[src/rtl/step_math_defines.vh]
// Purpose: constants for the step-math datapath
// Assumes: AXI4-Lite byte addresses, 32-bit data
// Notes:   definitions only
`ifndef STEP_MATH_DEFINES_VH
`define STEP_MATH_DEFINES_VH

// register byte offsets
`define A_INSTR     8'h00
`define A_TOP       8'h04
`define A_NEXT      8'h08
`define A_MATH      8'h0c
`define A_REM       8'h10
`define A_CONFIG    8'h14
`define A_STATUS    8'h18

// opcode fields
`define SM_OPC      4'ha
`define ST_OPC      3'h7
`define ST_SEL      2'h3
`define SPECIAL_OP  16'ha057
`define RSVD_OPC    3'h6

// opcode field positions
`define SM_F        15:12
`define ST_F        15:13
`define FN_F        11:9
`define RSEL_B      8
`define COND_F      7:6
`define RET_B       5
`define LIT_F       4:0
`define SH_F        3:1
`define PICK_B      3
`define SIGN_B      0

// alu functions
`define F_NOP       3'h0
`define F_AND       3'h1
`define F_SUB       3'h2
`define F_OR        3'h3
`define F_ADD       3'h4
`define F_XOR       3'h5
`define F_ANDN      3'h6
`define F_LOAD      3'h7

// condition field codes
`define COND_CARRY    2'h0
`define COND_CARRY_HI 2'h1
`define COND_PICK     2'h2
`define COND_PARITY   2'h3

// axi responses
`define RESP_OK     2'h0
`define RESP_ERR    2'h2

`endif

[src/rtl/step_math_datapath.v]
// Purpose: step-math and store-literal execution datapath, axi4-lite access
// Assumes: single clock, pstack_data comes from logic on sys_clk
// Notes:   writing the instruction register executes one instruction
//
// Register access over AXI4-Lite and the register addresses were chosen for this implementation.
`include "step_math_defines.vh"

module step_math_datapath (
	input  wire        sys_clk,
	input  wire        rst_b,
	input  wire        ce,
	input  wire [7:0]  s_axi_awaddr,
	input  wire        s_axi_awvalid,
	output wire        s_axi_awready,
	input  wire [31:0] s_axi_wdata,
	input  wire [3:0]  s_axi_wstrb,
	input  wire        s_axi_wvalid,
	output wire        s_axi_wready,
	output reg  [1:0]  s_axi_bresp,
	output reg         s_axi_bvalid,
	input  wire        s_axi_bready,
	input  wire [7:0]  s_axi_araddr,
	input  wire        s_axi_arvalid,
	output wire        s_axi_arready,
	output reg  [31:0] s_axi_rdata,
	output reg  [1:0]  s_axi_rresp,
	output reg         s_axi_rvalid,
	input  wire        s_axi_rready,
	input  wire [15:0] pstack_data,
	output reg         pstack_pop,
	output reg         mem_we,
	output reg  [15:0] mem_addr,
	output reg  [15:0] mem_wdata,
	output reg         ret_pulse
);

	localparam [1:0] S_IDLE = 2'h0;
	localparam [1:0] S_EXEC = 2'h1;
	localparam [1:0] S_ST2  = 2'h2;
	reg  [1:0]  state_q;
	reg  [15:0] ir_q;
	reg  [15:0] top_q;
	reg  [15:0] next_q;
	reg  [15:0] math_operand_reg_q;
	reg  [15:0] shift_remainder_reg_q;
	reg         ext_bit_low_q;
	reg         ext_bit_high_q;
	reg         cond_flag_q;
	reg         aw_have_q;
	reg  [7:0]  aw_addr_q;
	reg         w_have_q;
	reg  [31:0] w_data_q;

	function [15:0] alu16;
		input [2:0]  fn;
		input [15:0] a;
		input [15:0] b;
		begin
			case (fn)
				`F_AND:  alu16 = a & b;
				`F_SUB:  alu16 = a - b;
				`F_OR:   alu16 = a | b;
				`F_ADD:  alu16 = a + b;
				`F_XOR:  alu16 = a ^ b;
				`F_ANDN: alu16 = a & ~b;
				`F_LOAD: alu16 = b;
				default: alu16 = a;
			endcase
		end
	endfunction

	function mapped;
		input [7:0] addr;
		begin
			mapped = (addr == `A_INSTR) || (addr == `A_TOP) ||
				(addr == `A_NEXT) || (addr == `A_MATH) ||
				(addr == `A_REM) || (addr == `A_CONFIG) ||
				(addr == `A_STATUS);
		end
	endfunction

	wire [2:0]  fn       = ir_q[`FN_F];
	wire        reg_sel  = ir_q[`RSEL_B];
	wire [1:0]  cond_select_field = ir_q[`COND_F];
	wire        ret_bit  = ir_q[`RET_B];
	wire [2:0]  shift_fn = ir_q[`SH_F];
	wire        sign_bit = ir_q[`SIGN_B];
	wire        is_step  = (ir_q[`SM_F] == `SM_OPC);
	wire        is_store = (ir_q[`ST_F] == `ST_OPC) &&
		(cond_select_field == `ST_SEL);
	wire        is_add   = (fn == `F_ADD);
	wire        is_sub   = (fn == `F_SUB);
	wire        arith    = is_add | is_sub;

	wire [15:0] shifted_pseudo_reg =
		{math_operand_reg_q[14:0], 1'b0} | shift_remainder_reg_q;
	wire [15:0] opr = reg_sel ? shifted_pseudo_reg : math_operand_reg_q;
	wire        ext = sign_bit ? opr[15] : 1'b0;

	wire [17:0] sum_add = {1'b0, ext_bit_low_q, top_q} + {1'b0, ext, opr};
	wire [17:0] sum_sub = {1'b0, ext_bit_low_q, top_q} +
		{1'b0, ~ext, ~opr} + 18'h00001;
	wire        carry_value = is_add ? sum_add[17] : sum_sub[17];

	reg cond_flag;
	always @* begin
		case (cond_select_field)
			`COND_CARRY:    cond_flag = arith ? carry_value : sign_bit;
			`COND_CARRY_HI: cond_flag = (arith ? carry_value : sign_bit) |
				ext_bit_high_q;
			`COND_PICK:     cond_flag = ir_q[`PICK_B] ? next_q[0] : top_q[0];
			default:      cond_flag = top_q[0] ^ next_q[0];
		endcase
	end

	reg [17:0] w;
	always @* begin
		if (!cond_flag)
			w = {ext_bit_high_q, ext_bit_low_q, top_q};
		else if (is_add)
			w = sum_add;
		else if (is_sub)
			w = sum_sub;
		else
			w = {ext_bit_high_q, ext_bit_low_q, alu16(fn, top_q, opr)};
	end

	// shifter after the alu, same cycle
	reg        sh_hi;
	reg        sh_lo;
	reg [15:0] sh_top;
	reg [15:0] sh_next;
	always @* begin
		sh_next = next_q;
		case (shift_fn)
			3'h1: begin
				sh_hi  = w[16];
				sh_lo  = w[15];
				sh_top = {w[14:0], cond_flag};
			end
			3'h2, 3'h6: begin
				sh_hi  = w[17];
				sh_lo  = w[17];
				sh_top = w[16:1];
			end
			3'h3, 3'h7: begin
				sh_hi  = w[17];
				sh_lo  = w[17];
				sh_top = {cond_flag, w[15:1]};
			end
			3'h5: begin
				sh_hi  = w[16];
				sh_lo  = w[15];
				sh_top = {w[14:0], next_q[15]};
			end
			default: begin
				sh_hi  = w[17];
				sh_lo  = w[16];
				sh_top = w[15:0];
			end
		endcase
		if (shift_fn == 3'h4 || shift_fn == 3'h5)
			sh_next = {next_q[14:0], cond_flag};
		if (shift_fn == 3'h6 || shift_fn == 3'h7)
			sh_next = {w[0], next_q[15:1]};
		// special encoding keeps w17 in the high bit
		if (ir_q == `SPECIAL_OP)
			sh_hi = w[17];
	end

	// store-literal result
	wire [15:0] lit     = {11'h0, ir_q[`LIT_F]};
	wire [15:0] st_top  = alu16(fn, top_q, lit);
	// axi write side: address and data taken in either order
	assign s_axi_awready = !aw_have_q;
	assign s_axi_wready  = !w_have_q;
	assign s_axi_arready = !s_axi_rvalid;
	// commit only while idle so execution never races a write
	wire wr_go = aw_have_q && w_have_q && !s_axi_bvalid &&
		(state_q == S_IDLE);
	wire wr_ok = mapped(aw_addr_q) && (aw_addr_q != `A_STATUS);

	reg [31:0] rd_val;
	always @* begin
		case (s_axi_araddr)
			`A_INSTR:  rd_val = {16'h0000, ir_q};
			`A_TOP:    rd_val = {16'h0000, top_q};
			`A_NEXT:   rd_val = {16'h0000, next_q};
			`A_MATH:   rd_val = {16'h0000, math_operand_reg_q};
			`A_REM:    rd_val = {16'h0000, shift_remainder_reg_q};
			`A_CONFIG: rd_val = {30'h0, ext_bit_high_q,
				ext_bit_low_q};
			`A_STATUS: rd_val = {30'h0, cond_flag_q,
				state_q != S_IDLE};
			default:   rd_val = 32'h00000000;
		endcase
	end

	always @(posedge sys_clk) begin
		if (!rst_b) begin
			state_q               <= S_IDLE;
			ir_q                  <= 16'h0000;
			top_q                 <= 16'h0000;
			next_q                <= 16'h0000;
			math_operand_reg_q    <= 16'h0000;
			shift_remainder_reg_q <= 16'h0000;
			ext_bit_low_q         <= 1'b0;
			ext_bit_high_q        <= 1'b0;
			cond_flag_q           <= 1'b0;
			aw_have_q             <= 1'b0;
			aw_addr_q             <= 8'h00;
			w_have_q              <= 1'b0;
			w_data_q              <= 32'h00000000;
			s_axi_bvalid          <= 1'b0;
			s_axi_bresp           <= `RESP_OK;
			s_axi_rvalid          <= 1'b0;
			s_axi_rresp           <= `RESP_OK;
			s_axi_rdata           <= 32'h00000000;
			pstack_pop            <= 1'b0;
			mem_we                <= 1'b0;
			mem_addr              <= 16'h0000;
			mem_wdata             <= 16'h0000;
			ret_pulse             <= 1'b0;
		end else if (ce) begin
			pstack_pop <= 1'b0;
			mem_we     <= 1'b0;
			ret_pulse  <= 1'b0;
			if (s_axi_awvalid && !aw_have_q) begin
				aw_have_q <= 1'b1;
				aw_addr_q <= s_axi_awaddr;
			end
			if (s_axi_wvalid && !w_have_q) begin
				w_have_q <= 1'b1;
				w_data_q <= s_axi_wdata;
			end
			if (s_axi_bvalid && s_axi_bready)
				s_axi_bvalid <= 1'b0;
			if (s_axi_arvalid && !s_axi_rvalid) begin
				s_axi_rvalid <= 1'b1;
				s_axi_rdata  <= rd_val;
				s_axi_rresp  <= mapped(s_axi_araddr) ? `RESP_OK :
					`RESP_ERR;
			end else if (s_axi_rvalid && s_axi_rready) begin
				s_axi_rvalid <= 1'b0;
			end
			if (wr_go) begin
				aw_have_q    <= 1'b0;
				w_have_q     <= 1'b0;
				s_axi_bvalid <= 1'b1;
				s_axi_bresp  <= wr_ok ? `RESP_OK : `RESP_ERR;
				case (aw_addr_q)
					`A_INSTR: begin
						ir_q    <= w_data_q[15:0];
						state_q <= S_EXEC;
					end
					`A_TOP:  top_q <= w_data_q[15:0];
					`A_NEXT: next_q <= w_data_q[15:0];
					`A_MATH: math_operand_reg_q <= w_data_q[15:0];
					`A_REM:  shift_remainder_reg_q <= w_data_q[15:0];
					`A_CONFIG: begin
						ext_bit_low_q  <= w_data_q[0];
						ext_bit_high_q <= w_data_q[1];
					end
					default: ;
				endcase
			end
			case (state_q)
				S_EXEC: begin
					state_q <= S_IDLE;
					ret_pulse <= (is_step || is_store) && ret_bit;
					if (is_step) begin
						cond_flag_q <= cond_flag;
						top_q  <= sh_top;
						next_q <= sh_next;
						// low bit only with alu or shift
						if (fn != `F_NOP || shift_fn != 3'h0)
							ext_bit_low_q <= sh_lo;
						if (arith)
							ext_bit_high_q <= sh_hi;
						if (reg_sel && cond_flag) begin
							math_operand_reg_q <= math_operand_reg_q |
								shift_remainder_reg_q;
							shift_remainder_reg_q <=
								{1'b0, shift_remainder_reg_q[15:1]};
						end
					end else if (is_store) begin
						// write next at top, then top
						mem_we    <= 1'b1;
						mem_addr  <= top_q;
						mem_wdata <= next_q;
						top_q     <= st_top;
						state_q   <= S_ST2;
					end
					// reserved and other patterns: no effect
				end
				S_ST2: begin
					state_q <= S_IDLE;
					if (ir_q[`RSEL_B]) begin
						next_q     <= pstack_data;
						pstack_pop <= 1'b1;
					end
				end
				S_IDLE:  ;
				default: state_q <= S_IDLE;
			endcase
		end
	end
endmodule

[config.mk]
export PLATFORM = sky130hd
export DESIGN_NAME = step_math_datapath
export DESIGN_NICKNAME = d
export VERILOG_FILES = /design/src/rtl/step_math_datapath.v
export VERILOG_INCLUDE_DIRS = /design/src /design/src/rtl
export SDC_FILE = /design/constraint.sdc
export NUM_CORES = 1
export LEC_CHECK = 0
export BUFFER_PORTS_ARGS = -buffer_cell sky130_fd_sc_hd__buf_2
export CORE_UTILIZATION = 40
export CTS_BUF_LIST = sky130_fd_sc_hd__clkbuf_2 sky130_fd_sc_hd__clkbuf_4 sky130_fd_sc_hd__clkbuf_8
export DETAILED_ROUTE_END_ITERATION = 10
export PLACE_DENSITY_LB_ADDON = 0.25
export SLEW_MARGIN = 40
export SYNTH_ARGS = -nofsm -noshare
export SYNTH_HDL_FRONTEND = slang
export SYNTH_SLANG_ARGS = --single-unit
[constraint.sdc]
create_clock -name sys_clk -period 9 [get_ports sys_clk]
set_input_delay 0.45 -clock sys_clk [delete_from_list [all_inputs] [get_ports sys_clk]]
set_output_delay 0.45 -clock sys_clk [all_outputs]
set_load 0.005 [all_outputs]
Word level (Yosys, flattened, before mapping)
Cells that the tools add are included.
{ "word_totals": {"mem_count": 0, "wordCells": 214, "latch_bits": 0, "output_inout_bits": 76, "in_bits": 76, "romBits": 0, "ramBits": 0, "ff_bits": 184} }
{ "op_classes": {"order_cmp": 0, "n_shift": 0, "bitwise": 17, "reduce_logical": 61, "add_sub_neg": 5, "eq_ne": 39, "n_mul": 0, "div_mod_pow": 0, "muxes": 69} }
{ "ops": {"columns": ["cell", "n"], "rows": [
  ["16-bit two-way mux", 22],
  ["16-bit case mux with 7 select lines", 2],
  ["16-bit case mux with 5 select lines", 1],
  ["16-bit case mux with 4 select lines", 1],
  ["18-bit two-way mux", 3],
  ["16-bit AND", 3],
  ["8-bit by 5-bit equality test with 1-bit output (second input constant)", 6],
  ["16-bit bitwise OR", 3],
  ["17-bit by 17-bit adder with 18-bit output", 2],
  ["8-bit by 4-bit equality test with 1-bit output (second input constant)", 4],
  ["16-bit case mux with 2 select lines", 1],
  ["1-bit two-way mux", 30],
  ["3-bit equality test (second input constant)", 9],
  ["2-bit AND reduction", 10],
  ["18-bit by 1-bit adder with 18-bit output (second input constant)", 1],
  ["16-bit by 5-bit adder with 16-bit output", 1],
  ["16-bit by 5-bit AND with 16-bit output", 1],
  ["16-bit equality test (second input constant)", 1],
  ["8-bit by 3-bit equality test with 1-bit output (second input constant)", 2],
  ["8-bit zero test", 2],
  ["1-bit logical OR", 16],
  ["16-bit NOT", 1],
  ["5-bit NOT with 16-bit output", 1],
  ["16-bit by 5-bit bitwise OR with 16-bit output", 1],
  ["other kinds (29)", 67]
]} }

Longest topological paths before layout
{ "logic_depth": {"ltp_word": 16, "ltp_mapped": 20, "depth_no_buf": 17} }

Worst setup path after synthesis
No wires, ideal clock.
{ "synth_path": {"path_type": "register to register", "from": "reg ir_q[8]", "to": "reg top_q[15]", "arrival_ns": 3.909, "period_less_slack_ns": 4.023, "setup_ns": 0.114, "n_path_buf": 4, "path_stages_with_launch": 21, "t_required_ns": 8.886, "setup_slack_ns": 4.977, "cell_sequence": "dfxtp_1 buf_6 buf_6 buf_6 buf_2 mux2i_1 inv_1 ha_1 inv_1 fa_1 nor2b_1 o21ai_0 a2111oi_2 o21ai_0 a211oi_1 o21ai_1 mux2_1 nor2_1 and4_1 a311oi_1 a21o_1"} }
{ "synth_via": {"elab_chain_cells": 13, "word_cells_on_any_way": 22, "classes_between": "3 x add/sub; 12 x mux; 7 x bitwise"} }
{ "synth_rtl": {"columns": ["item", "line", "text"], "rows": [
  ["start: declaration", "step_math_datapath.v:41", "reg [15:0] ir_q;"],
  ["start signal: assignment", "step_math_datapath.v:253", "ir_q <= w_data_q[15:0];"],
  ["16-bit two-way mux (*)", "step_math_datapath.v:97", "wire [15:0] opr = reg_sel ? shifted_pseudo_reg : math_operand_reg_q;"],
  ["1-bit two-way mux", "step_math_datapath.v:98", "wire ext = sign_bit ? opr[15] : 1'b0;"],
  ["1-bit NOT", "step_math_datapath.v:102", "{1'b0, ~ext, ~opr} + 18'h00001;"],
  ["17-bit by 17-bit adder with 18-bit output", "step_math_datapath.v:101", "wire [17:0] sum_sub = {1'b0, ext_bit_low_q, top_q} +"],
  ["18-bit by 1-bit adder with 18-bit output", "step_math_datapath.v:102", null],
  ["1-bit two-way mux", "step_math_datapath.v:103", "wire carry_value = is_add ? sum_add[17] : sum_sub[17];"],
  ["1-bit two-way mux", "step_math_datapath.v:108, step_math_datapath.v:109", null],
  ["1-bit bitwise OR", "step_math_datapath.v:109", "`COND_CARRY_HI: cond_flag = (arith ? carry_value : sign_bit) |"],
  ["1-bit case mux with 3 select lines", "step_math_datapath.v:107", "case (cond_select_field)"],
  ["18-bit two-way mux", "step_math_datapath.v:118", "if (!cond_flag)"],
  ["16-bit case mux with 4 select lines (*)", "step_math_datapath.v:135", "case (shift_fn)"],
  ["16-bit two-way mux (*)", "step_math_datapath.v:271", "if (is_step) begin"],
  ["16-bit two-way mux (*)", "step_math_datapath.v:267", "case (state_q)"],
  ["end signal: assignment", "step_math_datapath.v:256", "`A_TOP: top_q <= w_data_q[15:0];"],
  ["end signal: assignment", "step_math_datapath.v:273", "top_q <= sh_top;"],
  ["end signal: assignment", "step_math_datapath.v:291", "top_q <= st_top;"],
  ["end: declaration", "step_math_datapath.v:42", "reg [15:0] top_q;"]
]} }
Every way passes the cells marked *; elsewhere a longest branch is shown, timed or not.
A chain may end at the register's enable or synchronous reset.

Worst setup path after layout
{ "layout_path": {"from": "reg ir_q[8]", "to": "reg shift_remainder_reg_q[6]"} }
{ "layout_via": {"elab_chain_cells": 13, "word_cells_on_any_way": 15, "classes_between": "3 x add/sub; 8 x mux; 3 x bitwise; 1 x reduce/logical"} }
{ "layout_rtl": {"columns": ["item", "line", "text"], "rows": [
  ["16-bit two-way mux", "step_math_datapath.v:97", null],
  ["1-bit two-way mux", "step_math_datapath.v:98", null],
  ["1-bit NOT", "step_math_datapath.v:102", null],
  ["17-bit by 17-bit adder with 18-bit output", "step_math_datapath.v:101", null],
  ["18-bit by 1-bit adder with 18-bit output", "step_math_datapath.v:102", null],
  ["1-bit two-way mux", "step_math_datapath.v:103", null],
  ["1-bit two-way mux", "step_math_datapath.v:108, step_math_datapath.v:109", null],
  ["1-bit bitwise OR", "step_math_datapath.v:109", null],
  ["1-bit case mux with 3 select lines", "step_math_datapath.v:107", null],
  ["1-bit logical AND (*)", "step_math_datapath.v:280", "if (reg_sel && cond_flag) begin"],
  ["16-bit two-way mux (*)", "step_math_datapath.v:280", null],
  ["16-bit two-way mux (*)", "step_math_datapath.v:271", null],
  ["16-bit two-way mux (*)", "step_math_datapath.v:267", null],
  ["end signal: assignment", "step_math_datapath.v:259", "`A_REM: shift_remainder_reg_q <= w_data_q[15:0];"],
  ["end signal: assignment", "step_math_datapath.v:283", "shift_remainder_reg_q <="],
  ["end: declaration", "step_math_datapath.v:45", "reg [15:0] shift_remainder_reg_q;"]
]} }
Marks and branches as above.

==> flow_summary.yaml <==
layout:
  drive_gt1_frac: 0.1311
  nets: 1977
  final_common_cell: "nand2_1"
  n_fill_cell: 3374
  area_delta_synth_final_pct: 8.979
  multiInputGateArea_mm2: 0.009276
  layout_common_cells: "nand2_1 (276), dfxtp_1 (166), o21ai_0 (159)"
  post-route-cell-area_mm2: 0.01455
  ff_latch_area_mm2: 0.003323
  finalNonFillerCells: 2297
  final_core_util: 0.4449
synthesis:
  yosys_warnings: 0
  ys_seq_area_frac: 0.2489
  synthFlopType: "dfxtp_1"
  ys_ff_latch: 166
  syn_avg_cell_area_um2: 7.388
  synth_cell_types: 101
  netlist_area_mm2: 0.01335
  netlist_instances: 1807
  synth-edff-count: 0
  async_reset_ff_frac: 0
worst_setup_path:
  rrSetupSlack_ps: 3440
  path_cells: "buf_4 > nor2_1 > a21oi_1 > inv_1 > ha_1 > o21ai_0 > nor2_1 > o21ai_2 > a211oi_4 > a31oi_4 > a22o_2 > a41oi_4 > nand3_1 > buf_4 > nand2_1 > o22ai_1 > a21oi_1"
  timing.rr.start: "ir_q[8]$_SDFFE_PN0P_"
  cp_slowest_stage_delay_ps: 540
  cp-startpoint: "ir_q[8]$_SDFFE_PN0P_"
  required_ps: 9430
  worst-path-stages: 17
  critPathSlowestCell: "a41oi_4"
  crit_path_end_kind: "flop"
  worstPathArrival_ps: 5980
  critPathTopFamily: "compound AO/OA/AOI/OAI gates"
  worst-setup-path-type: "reg -> reg"
  endpoint: "shift_remainder_reg_q[6]$_SDFFE_PN0P_"
  worst_setup_path_start_kind: "flop"
  path_buf_inv: 3
  reg2reg_depth: 17
  regToRegEndpoint: "shift_remainder_reg_q[6]$_SDFFE_PN0P_"
  cp_max_fo: 38
die:
  die_area_mm2: 0.03411
  rows: 66
  initial_utilization: 0.4082
  io_pins: 152
  fp.dieH_um: 184.7
  fp.dieW_um: 184.7
  coreArea_mm2: 0.03270
timing:
  setup_tns_ps: 0
  finalSetupViolCount: 0
  fin_crit_sh: 0.6173
  maxSlewHeadroom: 0.3960
  worst_pin_slew_ps: 896.5
  finalMaxSlewViolations: 0
  final-hold-violation-count: 0
  grt_setup_unrepaired: "false"
  hold_slack_ps: 189.6
  fin_crit_ps: 5555
  clock.fmax_mhz: 180.0
  clock_skew_ps: 23.26
  setup_slack_ps: 3445
clock_tree:
  root_buffer: "clkbuf_8"
  cts_max_level: 4
  cts_sinks: 166
  post_cts_buffers: 0
  numCtsBuffers: 17
  clock_path_buffers: 2
  ctsResizeCount: 0
  ctsHoldBuffers: 0
  path_clk_slew_ps: 110
  insertion_delay_ps: 510
  cts_tree: "yes"
global_route:
  grt_overflow_total: 0
  met3_usage: 0.05335
  grt_max_degree: 114
  grt_pass1_wl_mm: 78.44
  antenna_found_initial: 1
  grt_use_met1: 0.3968
  gr-usage-all-layers: 0.3031
  grt_pass1_vias: 13125
  top_usage_layer: "met2"
  met2_usage: 0.4635
placement:
  place.gp.congestion: 1.038
  placed_cells: 2263
  dp_slack_ps: 3751
  port-buffer-count: 113
  dp_hpwl_mm: 37.29
  placed_cell_area_mm2: 0.01412
power:
  leakage_nw: 5.646
  pwr-share-seq: 0.520
  finalPower_mw: 1.483
  combinationalPowerShare: 0.109
  p_clk_frac: 0.371
  p_per_area_mw_per_mm2: 101.9
  switching_share: 0.3170
  internal_power_mw: 1.013
  ir_worst_vdd_v: 0.00009799
  switching_power_mw: 0.4702
route:
  drt_iter0_markers: 1860
  drc: 0
  dr.pass1.iters: 7
  wl_per_cell_um: 22.64
  vias: 14272
  drt_wl_total_mm: 52.00
  ant_nets: 0
  via_per_inst: 6.213
run:
  drv_cap: 0
outcome:
  status: "finished, final reports clean"
worst_hold_path:
  hold_path_class: "in -> reg"
how the worst min path moves through the flow:
stage / startpoint / endpoint / slack (ps) / depth (start not counted)
finish: s_axi_wdata[9] / w_data_q[9]$_SDFFE_PN0P_ / 190 / 3
global route: s_axi_wdata[9] / w_data_q[9]$_SDFFE_PN0P_ / 180 / 3
CTS: s_axi_wdata[9] / w_data_q[9]$_SDFFE_PN0P_ / 170 / 3
detailed placement: mem_addr[4]$_SDFFE_PN0P_ / mem_addr[4]$_SDFFE_PN0P_ / 460 / 2
global placement: aw_have_q$_SDFFE_PN0P_ / aw_have_q$_SDFFE_PN0P_ / 450 / 2
floorplan: aw_have_q$_SDFFE_PN0P_ / aw_have_q$_SDFFE_PN0P_ / 440 / 2
routing by layer:
metal	routed length [um]	part of all wire
met5	0	0
met4	3254	0.063
met3	4882	0.094
met2	22390	0.43
met1	21480	0.41
worst reg2reg max path: stages, from the launching register on:
cell	delay (ps)
dfxtp_1	520
buf_4	410
nor2_1	90
a21oi_1	520
inv_1	150
ha_1	410
o21ai_0	100
nor2_1	320
o21ai_2	190
a211oi_4	420
a31oi_4	180
a22o_2	300
a41oi_4	550
nand3_1	160
buf_4	280
nand2_1	520
o22ai_1	190
a21oi_1	170
power by group through the flow:
stage | logic, mW | registers (mW) | clock network (mW)
2_1_floorplan | 0.120 | 0.769 | 0
3_3_place_gp | 0.155 | 0.786 | 0
3_5_place_dp | 0.157 | 0.787 | 0
4_1_cts | 0.158 | 0.770 | 0.555
5_1_grt | 0.176 | 0.771 | 0.582
6_report | 0.162 | 0.772 | 0.550
final cells by class:
type,instances,share of cell area
clock buffers,17,0.01608
flip-flops and latches,166,0.2284
inverters,57,0.01471
clock inverters,15,0.01075
diodes,1,0.0001720
well taps,442,0.03801
multi-input cells,1457,0.6376
repair buffers,142,0.05427
cells by family after synthesis:
kind of cell               Yosys count  synth area share
adders and majority gates           60           0.05792
buffers and inverters              201           0.06495
DFF                                166            0.2489
other                                1         0.0002809
and+or+nand+nor                    637            0.2200
muxes                               76           0.06392
AOI/OAI and AO/OA                  635            0.3237
xor gates and xnor gates            31           0.02034
state kept, by name, summed over array words and instances, names as in the netlist, 2 cells and up:
name and count:
aw_addr_q 8, ir_q 16, math_operand_reg_q 16, mem_addr 16, mem_wdata 16, next_q 16
s_axi_rdata 16, shift_remainder_reg_q 16, state_q 2, top_q 16, w_data_q 16
cell usage after synthesis, drive strengths merged (8+ instances only):
cell type / n / area, um2
inv: 56 / 210.2
o221a: 19 / 214.0
nor3: 47 / 260.3
o21ai: 176 / 895.9
dfxtp: 166 / 3323
o22ai: 27 / 175.2
a221oi: 13 / 113.9
a31oi: 26 / 177.7
a21oi: 128 / 666.9
and3: 10 / 67.56
ha: 57 / 713.2
a211oi: 20 / 167.7
a21boi: 70 / 525.5
o21a: 8 / 60.06
o221ai: 10 / 87.58
xor2: 14 / 122.6
mux2i: 65 / 650.6
xnor2: 17 / 148.9
clkbuf: 103 / 386.6
nor2b: 35 / 219.0
buf: 41 / 266.5
nand2: 278 / 1044
a22oi: 17 / 127.6
nor2: 160 / 624.3
nand3: 30 / 150.1
nor4: 9 / 68.81
nand2b: 14 / 87.58
o211ai: 18 / 135.1
a21o: 14 / 106.4
and2: 23 / 145.1
a222oi: 15 / 150.1
(Power assumes the default switching activity.)
